**src/rtl/hafc_pkg.sv**
```systemverilog
package hafc_pkg;

  // Kind of object carried by one request.
  typedef enum logic [2:0] {
    KIND_BSTR = 3'h0,
    KIND_WORD = 3'h1,
    KIND_LWORD = 3'h2,
    KIND_ADDR_LOCAL = 3'h3,
    KIND_ADDR_HOST = 3'h4
  } hafc_kind_e;

  typedef enum logic [0:0] {
    ST_UNCONF = 1'h0,
    ST_CONF = 1'h1
  } hafc_state_e;

  localparam int BYTE_W = 8;
  localparam int LW_BYTES = 4;
  localparam int SEL_W = 2;
  localparam int PHYS_W = 20;
  localparam int ABS_W = 18;
  localparam int SEG_SHIFT = 4;
  localparam int SEG_LSB = 16;
  localparam int FIELD_W = 32;

  // Known pattern as it must appear in native little-endian order.
  localparam logic [31:0] LW_PATTERN = 32'h0103070f;
  localparam logic [15:0] WORD_PATTERN = 16'h0102;
  localparam logic [15:0] BSTR_PATTERN = 16'h0201;

  localparam logic [7:0] LW_SEL_IDENT = 8'he4;
  localparam logic [31:0] ZERO_LW = 32'h00000000;
  localparam logic [19:0] ZERO_PHYS = 20'h00000;
  localparam logic [13:0] ABS_RSVD_ZERO = 14'h0000;
  localparam logic [1:0] ABS_PAD = 2'h0;
  localparam logic [3:0] SEG_PAD = 4'h0;

endpackage : hafc_pkg

```
**src/rtl/hafc_top.sv**
```systemverilog
`timescale 1ns/1ps
module hafc_top (
  // Clock and reset
  input wire logic i_sys_clk,
  input wire logic i_reset,
  // Configuration capture
  input wire logic i_cfg_valid,
  input wire logic i_cfg_conv_en,
  input wire logic i_cfg_abs_mode,
  input wire logic [31:0] i_cfg_lw_pat,
  input wire logic [15:0] i_cfg_word_pat,
  input wire logic [15:0] i_cfg_bstr_pat,
  output logic o_cfg_done,
  output logic o_cfg_err,
  // Object request
  input wire logic i_req_valid,
  input wire hafc_pkg::hafc_kind_e i_req_kind,
  input wire logic i_req_in_host,
  input wire logic i_req_to_host,
  input wire logic [31:0] i_req_data,
  // Object result
  output logic o_rsp_valid,
  output logic [31:0] o_rsp_data,
  output logic [19:0] o_rsp_phys,
  output logic o_rsp_addr_err,
  // Reply field merge
  input wire logic [31:0] i_rep_req_field,
  input wire logic [31:0] i_rep_new_field,
  input wire logic [31:0] i_rep_pres_mask,
  output logic [31:0] o_rep_field
);

  typedef struct packed {
    hafc_pkg::hafc_state_e state;
    logic conv_en;
    logic abs_mode;
    logic [7:0] lw_sel;
    logic word_swap;
    logic bstr_swap;
    logic cfg_err;
    logic rsp_valid;
    logic [31:0] rsp_data;
    logic [19:0] rsp_phys;
    logic rsp_addr_err;
    logic [31:0] rep_field;
  } hafc_state_s;

  hafc_state_s st_r;
  hafc_state_s st_nxt;
  logic [31:0] conv_data;
  logic [31:0] native_lw;

  // Find which received byte carries the expected byte.
  function automatic logic [2:0] find_byte(input logic [31:0] raw, input logic [7:0] exp);
    find_byte = 3'h0;
    for (int j = hafc_pkg::LW_BYTES - 1; j >= 0; j--) begin
      if (raw[j*hafc_pkg::BYTE_W +: hafc_pkg::BYTE_W] == exp) begin
        find_byte = {1'b1, j[1:0]};
      end
    end
  endfunction : find_byte

  // Segment in bytes 2-3, offset in bytes 0-1.
  function automatic logic [19:0] seg_phys(input logic [31:0] a);
    seg_phys = {a[hafc_pkg::FIELD_W-1:hafc_pkg::SEG_LSB], hafc_pkg::SEG_PAD} +
      {hafc_pkg::SEG_PAD, a[hafc_pkg::SEG_LSB-1:0]};
  endfunction : seg_phys

  hafc_order_conv u_conv (
    .i_data(i_req_data),
    .i_kind(i_req_kind),
    .i_to_host(i_req_to_host),
    .i_enable(st_r.conv_en & i_req_in_host),
    .i_lw_sel(st_r.lw_sel),
    .i_word_swap(st_r.word_swap),
    .i_bstr_swap(st_r.bstr_swap),
    .o_data(conv_data)
  );

  // Address decode always looks at the native little-endian value.
  assign native_lw = i_req_to_host ? i_req_data : conv_data;

  always_comb begin
    logic [2:0] hit;
    logic all_hit;
    logic [7:0] sel;
    hit = 3'h0;
    all_hit = 1'b1;
    sel = hafc_pkg::LW_SEL_IDENT;
    st_nxt = st_r;
    st_nxt.rsp_valid = i_req_valid;
    case (st_r.state)
      hafc_pkg::ST_UNCONF: begin
        if (i_cfg_valid) begin
          // A later configuration is ignored so that settings cannot change mid-run.
          st_nxt.state = hafc_pkg::ST_CONF;
          st_nxt.conv_en = i_cfg_conv_en;
          st_nxt.abs_mode = i_cfg_abs_mode;
          st_nxt.cfg_err = 1'b0;
          if (i_cfg_conv_en) begin
            for (int i = 0; i < hafc_pkg::LW_BYTES; i++) begin
              hit = find_byte(i_cfg_lw_pat,
                hafc_pkg::LW_PATTERN[i*hafc_pkg::BYTE_W +: hafc_pkg::BYTE_W]);
              all_hit = all_hit & hit[2];
              sel[i*hafc_pkg::SEL_W +: hafc_pkg::SEL_W] = hit[1:0];
            end
            st_nxt.lw_sel = all_hit ? sel : hafc_pkg::LW_SEL_IDENT;
            st_nxt.word_swap = (i_cfg_word_pat != hafc_pkg::WORD_PATTERN);
            st_nxt.bstr_swap = (i_cfg_bstr_pat != hafc_pkg::BSTR_PATTERN);
            st_nxt.cfg_err = !all_hit ||
              ((i_cfg_word_pat != hafc_pkg::WORD_PATTERN) &&
               (i_cfg_word_pat != {hafc_pkg::WORD_PATTERN[7:0], hafc_pkg::WORD_PATTERN[15:8]})) ||
              ((i_cfg_bstr_pat != hafc_pkg::BSTR_PATTERN) &&
               (i_cfg_bstr_pat != {hafc_pkg::BSTR_PATTERN[7:0], hafc_pkg::BSTR_PATTERN[15:8]}));
          end
        end
      end
      hafc_pkg::ST_CONF: begin
        st_nxt.state = hafc_pkg::ST_CONF;
      end
      default: begin
        st_nxt.state = hafc_pkg::ST_UNCONF;
      end
    endcase
    if (i_req_valid) begin
      st_nxt.rsp_data = conv_data;
      st_nxt.rsp_phys = hafc_pkg::ZERO_PHYS;
      st_nxt.rsp_addr_err = 1'b0;
      case (i_req_kind)
        hafc_pkg::KIND_ADDR_LOCAL: begin
          st_nxt.rsp_phys = seg_phys(native_lw);
        end
        hafc_pkg::KIND_ADDR_HOST: begin
          if (st_r.abs_mode) begin
            st_nxt.rsp_phys = {hafc_pkg::ABS_PAD, native_lw[hafc_pkg::ABS_W-1:0]};
            // Reserved bits are the host's to keep clear; flagged, not trusted.
            st_nxt.rsp_addr_err =
              (native_lw[hafc_pkg::FIELD_W-1:hafc_pkg::ABS_W] != hafc_pkg::ABS_RSVD_ZERO);
          end else begin
            st_nxt.rsp_phys = seg_phys(native_lw);
          end
        end
        default: begin
          st_nxt.rsp_phys = hafc_pkg::ZERO_PHYS;
        end
      endcase
    end
    st_nxt.rep_field = (i_rep_req_field & i_rep_pres_mask) |
      (i_rep_new_field & ~i_rep_pres_mask);
  end

  always_ff @(posedge i_sys_clk) begin
    if (i_reset) begin
      st_r <= '{state: hafc_pkg::ST_UNCONF, conv_en: 1'b0, abs_mode: 1'b0,
                lw_sel: hafc_pkg::LW_SEL_IDENT, word_swap: 1'b0, bstr_swap: 1'b0,
                cfg_err: 1'b0, rsp_valid: 1'b0, rsp_data: hafc_pkg::ZERO_LW,
                rsp_phys: hafc_pkg::ZERO_PHYS, rsp_addr_err: 1'b0,
                rep_field: hafc_pkg::ZERO_LW};
    end else begin
      st_r <= st_nxt;
    end
  end

  assign o_cfg_done = (st_r.state == hafc_pkg::ST_CONF);
  assign o_cfg_err = st_r.cfg_err;
  assign o_rsp_valid = st_r.rsp_valid;
  assign o_rsp_data = st_r.rsp_data;
  assign o_rsp_phys = st_r.rsp_phys;
  assign o_rsp_addr_err = st_r.rsp_addr_err;
  assign o_rep_field = st_r.rep_field;
endmodule : hafc_top

```
**src/rtl/hafc_order_conv.sv**
```systemverilog
`timescale 1ns/1ps
module hafc_order_conv (
  // Object in
  input wire logic [31:0] i_data,
  input wire hafc_pkg::hafc_kind_e i_kind,
  input wire logic i_to_host,
  input wire logic i_enable,
  // Derived conversion settings
  input wire logic [7:0] i_lw_sel,
  input wire logic i_word_swap,
  input wire logic i_bstr_swap,
  // Object out
  output logic [31:0] o_data
);

  function automatic logic [31:0] swap_pairs(input logic [31:0] d);
    swap_pairs = {d[23:16], d[31:24], d[7:0], d[15:8]};
  endfunction : swap_pairs

  always_comb begin
    logic [1:0] sel;
    sel = 2'h0;
    o_data = i_data;
    if (i_enable) begin
      case (i_kind)
        hafc_pkg::KIND_BSTR: begin
          // Payload gets only the byte-string conversion; its type is unknown here.
          if (i_bstr_swap) begin
            o_data = swap_pairs(i_data);
          end
        end
        hafc_pkg::KIND_WORD: begin
          if (i_word_swap) begin
            o_data = swap_pairs(i_data);
          end
        end
        hafc_pkg::KIND_LWORD, hafc_pkg::KIND_ADDR_LOCAL, hafc_pkg::KIND_ADDR_HOST: begin
          // Addresses travel through the longword permutation.
          for (int i = 0; i < hafc_pkg::LW_BYTES; i++) begin
            sel = i_lw_sel[i*hafc_pkg::SEL_W +: hafc_pkg::SEL_W];
            if (i_to_host) begin
              o_data[sel*hafc_pkg::BYTE_W +: hafc_pkg::BYTE_W] =
                i_data[i*hafc_pkg::BYTE_W +: hafc_pkg::BYTE_W];
            end else begin
              o_data[i*hafc_pkg::BYTE_W +: hafc_pkg::BYTE_W] =
                i_data[sel*hafc_pkg::BYTE_W +: hafc_pkg::BYTE_W];
            end
          end
        end
        default: begin
          o_data = i_data;
        end
      endcase
    end
  end

endmodule : hafc_order_conv

```
**config.mk**
```make
export PLATFORM = sky130hd
export DESIGN_NAME = hafc_top
export DESIGN_NICKNAME = d
export VERILOG_FILES = /design/src/rtl/hafc_pkg.sv /design/src/rtl/hafc_top.sv /design/src/rtl/hafc_order_conv.sv
export SDC_FILE = /design/constraint.sdc
export NUM_CORES = 1
export LEC_CHECK = 0
export ABC_AREA = 0
export BUFFER_PORTS_ARGS = -buffer_cell sky130_fd_sc_hd__buf_2
export CAP_MARGIN = 10
export CORE_MARGIN = 2
export CORE_UTILIZATION = 50
export DETAILED_ROUTE_END_ITERATION = 6
export GPL_TIMING_DRIVEN = 0
export PLACE_DENSITY_LB_ADDON = 0.3
export RECOVER_POWER = 50
export SLEW_MARGIN = 25
export SYNTH_ARGS = -nofsm -noshare
export SYNTH_HDL_FRONTEND = slang
export SYNTH_HIERARCHICAL = 1
export SYNTH_SLANG_ARGS = --single-unit
```
**constraint.sdc**
```tcl
create_clock -name i_sys_clk -period 5.8 [get_ports i_sys_clk]
set_clock_uncertainty 0.05 [all_clocks]
set_input_delay 1.16 -clock i_sys_clk [delete_from_list [all_inputs] [get_ports i_sys_clk]]
set_output_delay 1.16 -clock i_sys_clk [all_outputs]
set_load 0.01 [all_outputs]
```
* Word level (Yosys, flattened, before mapping)
Index checks and enable logic that the tools add are counted. W data, S select, Z words.
Storage, ports and cells: register bits 100, bits in latches 0, bits in writable memories 0, ROM bits 0, input port bits 203, output and inout port bits 88, logic and storage cells 143, memories kept 0
Cells by class: add/subtract/negate cells 5, multiply operators 0, div/mod/pow operators 0, order comparisons 0, equal/unequal tests 24, shift operators 12, mux-type cells 71, bitwise logic cells 9, reductions and logical operators 10
Operators by type and width (number):
- $mux W8 | 17
- $neg A5 Y34 | 4
- $shift A8 B34 Y32 const A | 4
- $shiftx A8 B34 Y32 | 4
- $bwmux W32 | 4
- $mux W32 | 4
- $shiftx A32 B6 Y8 | 4
- $mux W16 | 6
- $mux W24 | 4
- $pmux W32 S3 | 1
- $mux W3 | 28
- $and A32 B32 Y32 | 2
- $pmux W20 S2 | 1
- $eq A8 B1 Y1 const B | 4
- $eq A8 B2 Y1 const B | 4
- $eq A8 B3 Y1 const B | 4
- $eq A8 B4 Y1 const B | 4
- $ne A16 B10 Y1 const B | 2
- $ne A16 B9 Y1 const B | 2
- $not A32 Y32 | 1
- $or A32 B32 Y32 | 1
- $add A20 B16 Y20 | 1
- $mux W20 | 1
- $mux W14 | 1
- 16 further kinds | 23

* Depth between registers and ports, before layout
depth after elaboration 22, mapped depth 20, depth with buffers taken out 17

* Modules after synthesis
Netlist, hierarchy kept.
Modules (own cells, without submodules):
- hafc_top | instances 1, cells an instance 651, area an instance 5784.3 µm², sequential area each 2001.9 µm²
- hafc_order_conv | instances 1, cells an instance 543, area an instance 4295.4 µm², sequential area each 0.0 µm²

* Worst setup path before layout
OpenSTA, ideal clock, no wires.
path kind input -> register, start input port i_req_to_host, end register st_r (netlist bit o_rsp_phys[15]), library setup time 0.081 ns, data arrival time 4.047 ns, required time 5.669 ns, path slack 1.622 ns, stages 15, path buffers 2, cell sequence buf_2 -> nand2b_1 -> clkbuf_1 -> a211oi_1 -> a2111oi_4 -> a221oi_2 -> nor2_1 -> mux2_2 -> ha_1 -> nand3_1 -> o211ai_1 -> o21a_1 -> a31oi_1 -> or3_1 -> a41oi_1
Between the ends: cells in the longest elaborated chain, start to end 19, elaborated cells between the ends (all ways) 35, those cells by class 1 x add/sub; 34 x mux
RTL lines:
- from (decl) | RTL line hafc_top.sv:19 | input wire logic i_req_to_host,
- $mux W24 | RTL line hafc_order_conv.sv:41 | if (i_to_host) begin
- $mux W24 | RTL line hafc_order_conv.sv:25 | case (i_kind)
- $mux W24 | RTL line hafc_order_conv.sv:24 | if (i_enable) begin
- $bwmux W32 | RTL line hafc_order_conv.sv:42 | o_data[sel*hafc_pkg::BYTE_W +: hafc_pkg::BYTE_W] =
- $mux W16 | RTL line hafc_order_conv.sv:41
- $mux W16 | RTL line hafc_order_conv.sv:25
- $mux W16 | RTL line hafc_order_conv.sv:24
- $bwmux W32 | RTL line hafc_order_conv.sv:42
- (+4 left out)
- $mux W24 * | RTL line hafc_order_conv.sv:41
- $pmux W32 S3 * | RTL line hafc_order_conv.sv:25
- $mux W32 * | RTL line hafc_order_conv.sv:24
- net conv_data[20] | RTL line hafc_top.sv:50 | logic [31:0] conv_data;
- $mux W32 * | RTL line hafc_top.sv:81 | assign native_lw = i_req_to_host ? i_req_data : conv_data;
- $add A20 B16 Y20 * | RTL line hafc_top.sv:65 | seg_phys = {a[hafc_pkg::FIELD_W-1:hafc_pkg::SEG_LSB], hafc_pkg::SEG_PAD} +
- $mux W20 | RTL line hafc_top.sv:134 | if (st_r.abs_mode) begin
- $pmux W20 S2 * | RTL line hafc_top.sv:129 | case (i_req_kind)
- to (signal assigned) | RTL line hafc_top.sv:154 | st_r <= '{state: hafc_pkg::ST_UNCONF, conv_en: 1'b0, abs_mode: 1'b0,
- to (signal assigned) | RTL line hafc_top.sv:160 | st_r <= st_nxt;
- to (decl) | RTL line hafc_top.sv:48 | hafc_state_s st_r;
The timed path passes the listed nets; every way through them passes the cells marked *. The select of a mux whose other input is x is not followed. A chain may end at the register's enable or synchronous reset.

* Worst setup path in the final report
start register st_r[90] (netlist bit), end register st_r (netlist bit o_rsp_phys[16])
Between the ends: cells in the longest elaborated chain, start to end 22, elaborated cells between the ends (all ways) 40, those cells by class 2 x add/sub; 3 x shift; 35 x mux
RTL lines:
- $neg A5 Y34 * | RTL line hafc_order_conv.sv:43 | i_data[i*hafc_pkg::BYTE_W +: hafc_pkg::BYTE_W];
- $shiftx A8 B34 Y32 or $shift A8 B34 Y32 (tied branches) | RTL line hafc_order_conv.sv:42
- $bwmux W32 * | RTL line hafc_order_conv.sv:42
- $mux W24 * | RTL line hafc_order_conv.sv:41
- $mux W24 * | RTL line hafc_order_conv.sv:25
- $mux W24 * | RTL line hafc_order_conv.sv:24
- $bwmux W32 | RTL line hafc_order_conv.sv:42
- $mux W16 * | RTL line hafc_order_conv.sv:41
- (+7 left out)
- $mux W24 * | RTL line hafc_order_conv.sv:41
- $pmux W32 S3 * | RTL line hafc_order_conv.sv:25
- $mux W32 * | RTL line hafc_order_conv.sv:24
- net conv_data[16] | RTL line hafc_top.sv:50
- $mux W32 * | RTL line hafc_top.sv:81
- $add A20 B16 Y20 | RTL line hafc_top.sv:65
- $mux W20 | RTL line hafc_top.sv:134
- $pmux W20 S2 * | RTL line hafc_top.sv:129
Marked as above.

==> run summary <==
Run status: complete, but fails checks
Failing checks: DRC
Vias in the first global route: 10.5k
DR vias/cell: 6.38
Syn nets: 1,430
Synth cell count leaders: nor2_1, dfxtp_1, buf_4
Max-Cap Viols: 0
Fmax achieved: 182 MHz
Comb pwr share: 33.5%
Peak VDD IR: 0.153 mV
Crit start category: flop
Seq pwr share: 36.0%
Sw Share: 33.9%
WL final: 40,100 µm
Final setup violation count: 0
Setup TNS: 0 ns
Top FF cell, synth: dfxtp_1
Avg Cell Area, Syn: 8.44 µm²
RSZ-0062 raised after global routing: no
Post-synth ARST share: 0%
Post-synth EDFFs: 0
Synth-to-layout area growth: 19.8%
Worst EP required: 6.02 ns
Crit end category: flop
Post-CTS Setup Bufs: 0
Total track usage: 35.9%
Placeable Area: 19,700 µm²
Die height: 146 µm
Max_slew headroom: 28.6%
First DRT Iteration DRCs: 1,345
Fin crit share: 94.9%
Synth top area share: 19.9%
Pwr dens: 171 nW/µm²
DR WL/cell: 22.7 µm
First-pass GRT wire length: 60,100 µm
CP Data Arrival Time: 5.72 ns
Post-cts sizing count: 0
Sequential cell area fraction in the yosys report: 19.9%
Antenna-violating nets left: 0
Clock slew seen by the registers of the worst setup and hold paths: 0.07 ns
# nets final: 1,730
Antenna violations before repair: 0
H-tree level count: 3
Leading area contributor after synthesis: dfxtp_1
Clk_lat worst skew: 0.36 ns
Number of diodes: 0
CTS Buffer Depth: 2
Minimum clock period: 5.50 ns
GP Congestion: 1.04
Largest net degree at the start of global routing: 20
Num rows: 51
Final Instance Area: 12,100 µm²
Clock network power share: 30.5%
Most frequent cell after synthesis: nor2_1
CTS Buf Count: 9
Drt pass-1 iters: 7
Detailed placement HPWL: 31,100 µm
DR DRC count: 2
Initial Util: 51.3%
# fillers: 1,863
Synthesis Warnings: 6
Post-Syn Area: 10,100 µm²
Grt ovf: 0
IO Count: 291
Proportion of layout cells with a drive suffix above 1: 29.5%
CTS Hold Bufs: 0
Critical path class: reg2reg
Psw: 0.701 mW
Final Hold Vio Count: 0
Leak pwr: 5.10 nW
Root Buffer: clkbuf_16
Tightest Hold Check Type: reg2reg
Die Area: 21,300 µm²
CP max FO: 9
Chip Width: 146 µm
Port-buffer cells: 289
Syn Inst Count: 1,194
CTS tree: built
Max Transition Viols Final: 0
Synth Register Bits: 100
Area contributors post-synth: dfxtp_1, mux2i_1, buf_4
Synth cell types: 82
Worst-Margin Slew: 1.07 ns
Int Pwr: 1.36 mW
Via count: 11.3k
R2R Setup Slk: 0.30 ns
Area post-placement: 11,900 µm²
Clock Sinks: 100
## logic make-up after synthesis
family | after synthesis | share of synthesized area [%]
AND/OR/NAND/NOR | 373 | 21.5
AO/OA/AOI/OAI | 337 | 25.6
buffers and inverters | 216 | 12.3
multiplexers | 129 | 16.1
flip-flops | 100 | 19.9
adder cells (fa/ha/maj) | 33 | 4.17
XOR/XNOR | 6 | 0.521
## worst paths after layout
path,from,endpoint,cells past startpoint
hold reg to reg,st_r[98],st_r[98],2
setup / recovery,st_r[90],o_rsp_phys[16],19
setup reg to reg,st_r[90],o_rsp_phys[16],19
hold / removal,st_r[98],st_r[98],2
## layer usage
layer | up-vias | GRT usage (%) | part of all wire (%) | wire length (µm)
met2 | 855 | 57.7 | 44 | 17800
met1 | 5186 | 44.6 | 38 | 15100
met5 | - | 0 | 0 | 0
met4 | 0 | 18.2 | 5.4 | 2150
li1 | 5033 | - | - | -
met3 | 181 | 9.12 | 13 | 5020
## worst max-delay path, cell delays in order, from the launching register on
cell and delay, ns:
dfxtp_1 0.40, clkbuf_1 0.57, inv_1 0.21, ha_1 0.43, nor4bb_1 0.29, clkbuf_1 0.45
nand3b_1 0.17, nand4_1 0.13, o221ai_1 0.11, nor2_1 0.39, mux2_2 0.29, ha_1 0.17
inv_1 0.06, fa_1 0.42, nor2b_1 0.25, o31a_1 0.19, o211ai_1 0.17, a21oi_1 0.24
mux2_2 0.36, o31ai_1 0.06
## placed cells by master, fill, tap and decap left out, drive strengths merged, types with 31 or more instances in the layout
master,Yosys,final
nand3,31,31
a21oi,61,61
nand2,53,53
buf,130,340
ha,32,32
a221oi,33,33
clkbuf,62,150
nor2,113,113
o21ai,61,61
mux2i,79,79
dfxtp,100,100
## cell type report
class	instances	area [µm²]	share of cell area [%]
repair buffers	289	1350	11.2
flip-flops and latches	100	2000	16.6
multi-input cells	878	6840	56.7
plain buffers	192	1140	9.48
well taps	265	332	2.75
inverters	24	90.1	0.746
clock inverters	7	92.6	0.767
clock buffers	9	225	1.86
## state kept, by name (all words and copies together) (netlist names)
register and count:
o_rep_field 32, o_rsp_data 32, o_rsp_phys 20, st_r 12
o_cfg_done 1, o_cfg_err 1, o_rsp_addr_err 1, o_rsp_valid 1
## per-stage QoR
stage / power [mW] / hold WS [ns] / utilization [%] / cells / setup WS, ns
final: 2.07 / 0.405 / 61.4 / 1764 / 0.296
after global routing: 2.14 / 0.438 / 61.4 / 1764 / 0.192
after CTS: 2.06 / 0.405 / 61.9 / 1764 / 0.563
after detailed placement: 1.43 / 0.394 / 60.3 / 1748 / 0.430
after global placement: 1.42 / 0.388 / 60.3 / 1748 / 0.437
after floorplan: 1.17 / 0.376 / - / 1194 / 1.62
## power groups by stage
| stage | Sequential, mW | Clock [mW] | Combinational (mW) |
|---|---|---|---|
| floorplan | 0.755 | 0 | 0.419 |
| global placement | 0.759 | 0 | 0.666 |
| detailed placement | 0.760 | 0 | 0.675 |
| CTS | 0.744 | 0.637 | 0.678 |
| global route | 0.749 | 0.664 | 0.732 |
| finish | 0.744 | 0.630 | 0.691 |
Power figures use the tool's default switching activity.
